===== src/sleep_wake_pkg.sv =====
// Shared constants for the cyclic sleep and wake controller.
// Assumes a 20 MHz mclk and a 100 ms timebase derived from it.
package sleep_wake_pkg;

  // Clock and time units
  localparam int CLK_HZ        = 20_000_000;
  localparam int TICK_MS       = 100;
  localparam int TICK_CYCLES   = CLK_HZ / 1000 * TICK_MS;
  localparam int DETECT_MS     = 35;
  localparam int DETECT_CYCLES = CLK_HZ / 1000 * DETECT_MS;
  localparam int LISTEN_MS     = 50;
  localparam int LISTEN_CYCLES = CLK_HZ / 1000 * LISTEN_MS;

  // Register indices on the plain register port
  localparam logic [2:0] REG_SLEEP_SELECT  = 3'h0;
  localparam logic [2:0] REG_INACTIVITY    = 3'h1;
  localparam logic [2:0] REG_HOLDOFF       = 3'h2;
  localparam logic [2:0] REG_DURATION      = 3'h3;
  localparam logic [2:0] REG_PIN_WAKE      = 3'h4;
  localparam logic [2:0] REG_FORCE_INIT    = 3'h5;
  localparam logic [2:0] REG_STATUS        = 3'h6;

  // Reset values and limits
  localparam logic [3:0]  SEL_RESET     = 4'h0;
  localparam logic [15:0] TMO_RESET     = 16'h0064;
  localparam logic [15:0] TMO_MIN       = 16'h0010;
  localparam logic [15:0] HOLD_RESET    = 16'hFFFF;
  localparam logic [15:0] HOLD_DISABLED = 16'hFFFF;
  localparam logic [7:0]  DUR_RESET     = 8'h01;

  // Sleep select encodings
  localparam logic [3:0] SEL_DISABLED  = 4'h0;
  localparam logic [3:0] SEL_PIN       = 4'h1;
  localparam logic [3:0] SEL_INVALID   = 4'h2;
  localparam logic [3:0] SEL_CYC_FIRST = 4'h3;
  localparam logic [3:0] SEL_CYC_LAST  = 4'h8;

  // Wake periods in 100 ms ticks: 0.5, 1, 2, 4, 8, 16 s
  localparam logic [7:0] WAKE_0P5 = 8'h05;
  localparam logic [7:0] WAKE_1   = 8'h0A;
  localparam logic [7:0] WAKE_2   = 8'h14;
  localparam logic [7:0] WAKE_4   = 8'h28;
  localparam logic [7:0] WAKE_8   = 8'h50;
  localparam logic [7:0] WAKE_16  = 8'hA0;

  typedef enum logic [1:0] {
    ST_ACTIVE  = 2'b00,
    ST_SLEEP   = 2'b01,
    ST_LISTEN  = 2'b10,
    ST_RECEIVE = 2'b11
  } state_e;

endpackage : sleep_wake_pkg


===== src/pin_sync.sv =====
// Three-stage input synchroniser with agreement filter.
// Assumes the input is asynchronous to mclk.
`timescale 1ns/1ns
`default_nettype none
module pin_sync (
  input  wire logic mclk,
  input  wire logic rst_n,
  input  wire logic pin,
  output logic      level
);
  typedef struct packed {
    logic s1;
    logic s2;
    logic s3;
    logic lvl;
  } sync_s;

  sync_s r;
  sync_s next_r;

  // First stage feeds only the second
  always_comb begin
    next_r     = r;
    next_r.s1  = pin;
    next_r.s2  = r.s1;
    next_r.s3  = r.s2;
    if (r.s2 == r.s3) begin
      next_r.lvl = r.s3;
    end
  end

  always_ff @(posedge mclk or negedge rst_n) begin
    if (!rst_n) begin
      r <= '0;
    end else begin
      r <= next_r;
    end
  end

  assign level = r.lvl;
endmodule : pin_sync
`default_nettype wire


===== src/cyclic_sleep_wake_controller.sv =====
// Cyclic sleep and wake sequencer with initializer timing and registers.
// Assumes activity and tx strobes on mclk; sleep pin and detect are async.
`timescale 1ns/1ns
`default_nettype none
module cyclic_sleep_wake_controller #(
  parameter int TICK_CYCLES   = sleep_wake_pkg::TICK_CYCLES,
  parameter int DETECT_CYCLES = sleep_wake_pkg::DETECT_CYCLES,
  parameter int LISTEN_CYCLES = sleep_wake_pkg::LISTEN_CYCLES
) (
  input  wire logic        mclk,
  input  wire logic        rst_n,
  input  wire logic [2:0]  reg_addr,
  input  wire logic [15:0] reg_wdata,
  input  wire logic        reg_wr,
  input  wire logic        reg_rd,
  output logic      [15:0] reg_rdata,
  input  wire logic        serial_activity,
  input  wire logic        radio_activity,
  input  wire logic        tx_pending,
  input  wire logic        tx_start,
  input  wire logic        sleep_pin,
  input  wire logic        initializer_detect,
  output logic             asleep,
  output logic             listening,
  output logic             receiving,
  output logic             initializer_on
);
  typedef struct packed {
    sleep_wake_pkg::state_e st;
    logic [3:0]  sleep_select;
    logic [15:0] inactivity_timeout;
    logic [15:0] initializer_holdoff;
    logic [7:0]  initializer_duration;
    logic        pin_wake_enable;
    logic        force_initializer;
    logic [21:0] tick_cnt;
    logic [15:0] idle_ticks;
    logic [15:0] hold_ticks;
    logic [7:0]  sleep_ticks;
    logic [21:0] window_cnt;
    logic [21:0] detect_cnt;
    logic [7:0]  init_ticks;
    logic        init_on;
    logic        asleep;
    logic        listening;
    logic        receiving;
    logic [15:0] rdata;
  } ctl_s;

  ctl_s r;
  ctl_s next_r;

  logic pin_level;
  logic detect_level;

  pin_sync u_pin_sync (
    .mclk  (mclk),
    .rst_n (rst_n),
    .pin   (sleep_pin),
    .level (pin_level)
  );

  pin_sync u_detect_sync (
    .mclk  (mclk),
    .rst_n (rst_n),
    .pin   (initializer_detect),
    .level (detect_level)
  );

  logic       tick;
  logic       cyclic;
  logic       pin_hold;
  logic       activity;
  logic       init_due;
  logic [7:0] wake_period;

  always_comb begin
    tick     = (r.tick_cnt == 22'(TICK_CYCLES - 1));
    cyclic   = (r.sleep_select >= sleep_wake_pkg::SEL_CYC_FIRST) &&
               (r.sleep_select <= sleep_wake_pkg::SEL_CYC_LAST);
    pin_hold = cyclic && r.pin_wake_enable && !pin_level;
    activity = serial_activity || radio_activity || tx_start;
    init_due = r.force_initializer ||
               ((r.initializer_holdoff != sleep_wake_pkg::HOLD_DISABLED) &&
                (r.hold_ticks >= r.initializer_holdoff));
    case (r.sleep_select)
      4'h3:    wake_period = sleep_wake_pkg::WAKE_0P5;
      4'h4:    wake_period = sleep_wake_pkg::WAKE_1;
      4'h5:    wake_period = sleep_wake_pkg::WAKE_2;
      4'h6:    wake_period = sleep_wake_pkg::WAKE_4;
      4'h7:    wake_period = sleep_wake_pkg::WAKE_8;
      default: wake_period = sleep_wake_pkg::WAKE_16;
    endcase
  end

  always_comb begin
    next_r       = r;
    next_r.rdata = '0;
    next_r.tick_cnt = tick ? '0 : r.tick_cnt + 22'h000001;

    // Register writes
    if (reg_wr) begin
      case (reg_addr)
        sleep_wake_pkg::REG_SLEEP_SELECT: begin
          // Invalid codes leave the old selection in place
          if (reg_wdata[3:0] != sleep_wake_pkg::SEL_INVALID &&
              reg_wdata[15:4] == '0 &&
              reg_wdata[3:0] <= sleep_wake_pkg::SEL_CYC_LAST) begin
            next_r.sleep_select = reg_wdata[3:0];
          end
        end
        sleep_wake_pkg::REG_INACTIVITY: begin
          next_r.inactivity_timeout = (reg_wdata < sleep_wake_pkg::TMO_MIN) ?
            sleep_wake_pkg::TMO_MIN : reg_wdata;
        end
        sleep_wake_pkg::REG_HOLDOFF: begin
          next_r.initializer_holdoff = reg_wdata;
        end
        sleep_wake_pkg::REG_DURATION: begin
          next_r.initializer_duration = reg_wdata[7:0];
        end
        sleep_wake_pkg::REG_PIN_WAKE: begin
          next_r.pin_wake_enable = reg_wdata[0];
        end
        default: begin
        end
      endcase
    end

    // Register reads, data valid the next cycle
    if (reg_rd) begin
      case (reg_addr)
        sleep_wake_pkg::REG_SLEEP_SELECT:
          next_r.rdata = {12'h000, r.sleep_select};
        sleep_wake_pkg::REG_INACTIVITY: next_r.rdata = r.inactivity_timeout;
        sleep_wake_pkg::REG_HOLDOFF:    next_r.rdata = r.initializer_holdoff;
        sleep_wake_pkg::REG_DURATION:
          next_r.rdata = {8'h00, r.initializer_duration};
        sleep_wake_pkg::REG_PIN_WAKE:
          next_r.rdata = {15'h0000, r.pin_wake_enable};
        sleep_wake_pkg::REG_STATUS:
          next_r.rdata = {10'h000, pin_level, init_due, r.init_on,
                          r.force_initializer, r.st};
        default: next_r.rdata = '0;
      endcase
    end

    // Idle and holdoff counters, saturating
    if (activity || pin_hold) begin
      next_r.idle_ticks = '0;
    end else if (tick && r.idle_ticks != 16'hFFFF) begin
      next_r.idle_ticks = r.idle_ticks + 16'h0001;
    end
    if (activity) begin
      next_r.hold_ticks = '0;
    end else if (tick && r.hold_ticks != 16'hFFFF) begin
      next_r.hold_ticks = r.hold_ticks + 16'h0001;
    end

    // Initializer transmit timing; uses the state before the restart
    if (tx_start && !r.init_on && init_due &&
        r.initializer_duration != 8'h00) begin
      next_r.init_on    = 1'b1;
      next_r.init_ticks = '0;
    end else if (r.init_on && tick) begin
      if (r.init_ticks + 8'h01 >= r.initializer_duration) begin
        next_r.init_on = 1'b0;
      end
      next_r.init_ticks = r.init_ticks + 8'h01;
    end

    // A force write in the same cycle as its use survives
    if (reg_wr && reg_addr == sleep_wake_pkg::REG_FORCE_INIT) begin
      next_r.force_initializer = 1'b1;
    end else if (tx_start) begin
      next_r.force_initializer = 1'b0;
    end

    // Sleep sequencing
    case (r.st)
      sleep_wake_pkg::ST_ACTIVE: begin
        if (cyclic && !pin_hold && !tx_pending && !activity &&
            r.idle_ticks >= r.inactivity_timeout) begin
          next_r.st          = sleep_wake_pkg::ST_SLEEP;
          next_r.sleep_ticks = '0;
        end
      end
      sleep_wake_pkg::ST_SLEEP: begin
        if (!cyclic || pin_hold || tx_pending) begin
          next_r.st = sleep_wake_pkg::ST_ACTIVE;
        end else if (tick) begin
          if (r.sleep_ticks + 8'h01 >= wake_period) begin
            next_r.st         = sleep_wake_pkg::ST_LISTEN;
            next_r.window_cnt = '0;
            next_r.detect_cnt = '0;
          end
          next_r.sleep_ticks = r.sleep_ticks + 8'h01;
        end
      end
      sleep_wake_pkg::ST_LISTEN: begin
        next_r.window_cnt = r.window_cnt + 22'h000001;
        next_r.detect_cnt = detect_level ? r.detect_cnt + 22'h000001 : '0;
        if (!cyclic || pin_hold || tx_pending) begin
          next_r.st = sleep_wake_pkg::ST_ACTIVE;
        end else if (detect_level &&
                     r.detect_cnt >= 22'(DETECT_CYCLES - 1)) begin
          next_r.st = sleep_wake_pkg::ST_RECEIVE;
        end else if (r.window_cnt >= 22'(LISTEN_CYCLES - 1) &&
                     r.detect_cnt == '0) begin
          // Window ends only outside a run of initializer
          next_r.st          = sleep_wake_pkg::ST_SLEEP;
          next_r.sleep_ticks = '0;
        end
      end
      sleep_wake_pkg::ST_RECEIVE: begin
        // Data follows once the initializer stops
        if (!detect_level || !cyclic || pin_hold) begin
          next_r.st         = sleep_wake_pkg::ST_ACTIVE;
          next_r.idle_ticks = '0;
        end
      end
      default: next_r.st = sleep_wake_pkg::ST_ACTIVE;
    endcase

    next_r.asleep    = (next_r.st == sleep_wake_pkg::ST_SLEEP) ||
                       (r.sleep_select == sleep_wake_pkg::SEL_PIN &&
                        pin_level);
    next_r.listening = (next_r.st == sleep_wake_pkg::ST_LISTEN);
    next_r.receiving = (next_r.st == sleep_wake_pkg::ST_RECEIVE);
  end

  always_ff @(posedge mclk or negedge rst_n) begin
    if (!rst_n) begin
      r                      <= '0;
      r.st                   <= sleep_wake_pkg::ST_ACTIVE;
      r.sleep_select         <= sleep_wake_pkg::SEL_RESET;
      r.inactivity_timeout   <= sleep_wake_pkg::TMO_RESET;
      r.initializer_holdoff  <= sleep_wake_pkg::HOLD_RESET;
      r.initializer_duration <= sleep_wake_pkg::DUR_RESET;
    end else begin
      r <= next_r;
    end
  end

  assign reg_rdata      = r.rdata;
  assign asleep         = r.asleep;
  assign listening      = r.listening;
  assign receiving      = r.receiving;
  assign initializer_on = r.init_on;
endmodule : cyclic_sleep_wake_controller
`default_nettype wire


===== config.mk =====
export PLATFORM = sky130hd
export DESIGN_NAME = cyclic_sleep_wake_controller
export DESIGN_NICKNAME = d
export VERILOG_FILES = /design/src/sleep_wake_pkg.sv /design/src/pin_sync.sv /design/src/cyclic_sleep_wake_controller.sv
export SDC_FILE = /design/constraint.sdc
export NUM_CORES = 1
export LEC_CHECK = 0
export BUFFER_PORTS_ARGS = -buffer_cell sky130_fd_sc_hd__buf_4
export CORE_UTILIZATION = 47
export DETAILED_ROUTE_END_ITERATION = 7
export HOLD_SLACK_MARGIN = 0.05
export PLACE_DENSITY = 0.75
export SLEW_MARGIN = 15
export SYNTH_ARGS = -nofsm -noshare
export SYNTH_HDL_FRONTEND = slang
export SYNTH_SLANG_ARGS = --single-unit
export TNS_END_PERCENT = 50

===== constraint.sdc =====
create_clock -name mclk -period 3.6 [get_ports mclk]
set_clock_uncertainty 0.1 [all_clocks]
set_input_delay 0.9 -clock mclk [delete_from_list [all_inputs] [get_ports mclk]]
set_output_delay 0.9 -clock mclk [all_outputs]
set_load 0.02 [all_outputs]

==> metrics <==
outcome=finished clean; Comb pwr share=13.9%; Lkg Pwr=5.13 nW; Hold WC Path Type=register to register; critical path class=register to register; grt ovf=0; largest cells by area after synthesis=dfrtp_1 (40%), ha_1 (6.7%), dfstp_2 (5.0%); number of buffers created by CTS=17; Root Driver=clkbuf_16; num ports=49; Post-Syn Area per Cell=9.29 sq um; net switching power=1.39 mW; CORE AREA=0.0219 sq mm; Crit. End Element=register; P_int=3.66 mW; ys flop type=dfrtp_1; simple-gate share of the synthesized area=21.7%; RSZ-0062 raised after global routing=no; area grow syn2layout=10.8%; type of origin of the critical path=register; drt first pass iters=5; # fillers=1959; top layer in use=met4; vias in the first global route=7741; final wirelength=23400 um; post-synthesis instance area=0.0105 sq mm; hold path startpoint=u_detect_sync.next_r[2]; Skew-Pair Late Insertion Delay=0.44 ns; HPWL Detailed=16600 um; Least-Margin Pin Slew=0.836 ns; Sw Share=27.6%; final setup fails=0; Reg2Reg Depth=13; antenna-violating nets left=0; fraction of the mapped netlist area in adder cells=6.85%; postcts setup bufs=0; # diodes=0; Rows=54; CTS tree=done; Starting Density=48.1%; Fin Hold WS=0.249 ns; max cap viols=0; sequential power share=49.2%; M1 WL=10800 um; Tmin final=3.09 ns; clock slew at reported path FFs=0.07 ns; sequential area share after synthesis=45.4%; final design area excluding fillers=0.0117 sq mm; Synth Register Bits=190; Setup WS post-layout=0.506 ns; crit-path max cell delay=0.42 ns; routed vias/inst=5.70; reg2reg start=r[72]; Achievable Freq=0.323 GHz; gpl congestion=0.853; Top Family by Delay on Critical Path=simple AND/OR/NAND/NOR gates; share of cells above drive strength 1=12.4%; dpl ws=0.560 ns; peak supply drop=0.000283 V; antenna violations before repair=0; leading area contributor after synthesis=dfrtp_1; die area=0.0230 sq mm; mux contribution to synthesized area=3.18%; H-tree Lvls=4; clock group share of total power=36.9%; crit path max-delay cell type=dfrtp_1; nets=1244; Routed WL per cell=16.1 um; DRC viols=0; post-synth cell types=69; Worst Setup SP=r[72]; WL met3=1150 um; first-pass GRT wire length=38500 um; R2R setup slack=0.51 ns; CP Buf/Inv Count=1; RR Endpoint=r[36]; Post-synth EDFFs=0; asr flop ratio synth=100%; period utilization=85.9%; met2 wire length=11000 um; clk sink count=190; PortBufs=48; Post-Syn Nets=1218; fin. max-slew vios=0; GR Util All Layers=21.3%; Levels on crit path=13; 1st-iter DRT viols=606; PD cells=434 mW/mm^2; share of the synthesized area in the top cell type=40.4%; Total Neg Setup Slack=0 ns; Final Hold Vio Count=0; largest family of logic cells by synthesized area=simple AND/OR/NAND/NOR gates; Hold-fix buffers, CTS=0; largest net degree at the start of global routing=87; via count=8276; WP data arrival=3.35 ns; Most common cell on crit path=a21oi_1; slew margin rel.=44.3%; Die Span Y=152 um; compound-gate portion of the synthesized area=11.5%; post-CTS resize count=0; Worst Setup EP=r[36]; xor/xnor share of the synthesized area=6.41%; synth warn=0; worst-path cell chain=nand3_1 -> or3_1 -> nor3_1 -> xnor2_1 -> ha_1 -> a211oi_1 -> nand3_1 -> a21oi_1 -> nor3_2 -> nor2_1 -> buf_4 -> a21oi_1 -> a21oi_1; cell area after placement=0.0111 sq mm; Cells after Synth=1133; clock buffer depth=2; Req. time, crit path=3.86 ns; Horiz. Die Dim=152 um; Worst Path Max Fanout=16
[Yosys cell counts, types with 3 or more instances]
master and count:
a211oi_1 9, a21o_1 7, a21oi_1 37, a22oi_1 13, a31oi_1 4, and2_1 5, and3_1 21, and4_1 9
buf_1 4, buf_4 17, clkbuf_1 31, dfrtp_1 170, dfstp_2 20, ha_1 56, inv_1 61, mux2_2 15
mux2i_1 15, nand2_1 112, nand2b_1 15, nand3_1 48, nand4_1 33, nor2_1 134, nor2b_1 8, nor3_1 21
nor3b_1 3, nor4_1 12, nor4b_1 5, o21a_1 4, o21ai_0 81, o21ai_1 12, o22a_1 3, o22ai_1 5
o31ai_1 3, or2_2 3, or3_1 18, xnor2_1 34, xor2_1 43
[state kept, by name, indices dropped and copies added, names as in the netlist]
name / flops
receiving: 1
u_pin_sync.r: 1
u_detect_sync.next_r: 2
u_pin_sync.level: 1
u_detect_sync.level: 1
u_detect_sync.r: 1
u_pin_sync.next_r: 2
reg_rdata: 16
asleep: 1
listening: 1
r: 162
initializer_on: 1
[cell families after synthesis]
family	after synthesis
AO/OA/AOI/OAI	197
XOR/XNOR	77
adder cells (fa/ha/maj)	58
buffers and inverters	117
flip-flops	190
multiplexers	31
AND/OR/NAND/NOR	463
[cell usage in the layout (no fill, tap or decap), types with 7 or more instances in the layout]
master,Yosys,final
nand2b_1,15,15
o21ai_1,12,12
a21o_1,7,7
buf_4,17,60
nand2_1,112,112
ha_1,56,56
dfstp_2,20,20
xor2_1,43,43
inv_1,61,61
a211oi_1,9,9
or3_1,18,18
a21oi_1,37,37
o21ai_0,81,81
nor2_1,134,134
and4_1,9,9
nor4_1,12,12
dfrtp_1,170,170
nor2b_1,8,8
xnor2_1,34,34
mux2_2,15,15
mux2i_1,15,15
a22oi_1,13,13
and3_1,21,21
nand4_1,33,33
nor3_1,21,21
clkbuf_16,0,17
nand3_1,48,48
[through the flow]
| step | instances | utilization (%) | total power [mW] |
|---|---|---|---|
| after floorplan | 1133 | - | 2.95 |
| after global placement | 1420 | 50.7 | 3.18 |
| after detailed placement | 1420 | 50.7 | 3.22 |
| after CTS | 1452 | 53.3 | 5.09 |
| after global routing | 1452 | 53.3 | 5.30 |
| final | 1452 | 53.3 | 5.06 |
[power groups by stage]
stage	combinational [mW]	clock [mW]	sequential (mW)
final	0.701	1.87	2.49
after global routing	0.797	1.99	2.50
after detailed placement	0.700	0	2.52
after floorplan	0.474	0	2.48
after CTS	0.708	1.89	2.49
after global placement	0.665	0	2.52
[how the worst min path moves through the flow]
stage                              end  depth (start not counted)
2_1_floorplan  u_detect_sync.next_r[1]                          0
3_3_place_gp      u_pin_sync.next_r[1]                          0
3_5_place_dp   u_detect_sync.next_r[1]                          0
4_1_cts        u_detect_sync.next_r[1]                          0
5_1_grt        u_detect_sync.next_r[1]                          0
6_report       u_detect_sync.next_r[1]                          0
[per-layer routing]
| metal | GRT usage (%) | vias up |
|---|---|---|
| met1 | 29.0 | 4030 |
| met4 | 5.84 | 0 |
| met2 | 34.7 | 223 |
| met5 | 0 | - |
| li1 | - | 3991 |
| met3 | 4.10 | 32 |
[final cells by class]
cell class	instances	area, sq um	share of cell area [%]
multi-input combinational	826	5230	44.8
tap	280	350	3.00
sequential	190	4780	41.0
clock inverter	14	143	1.22
inverter	61	229	1.96
clock buffer	18	429	3.68
timing repair buffer	63	504	4.32
No activity file was read; power rests on OpenSTA's default activity.
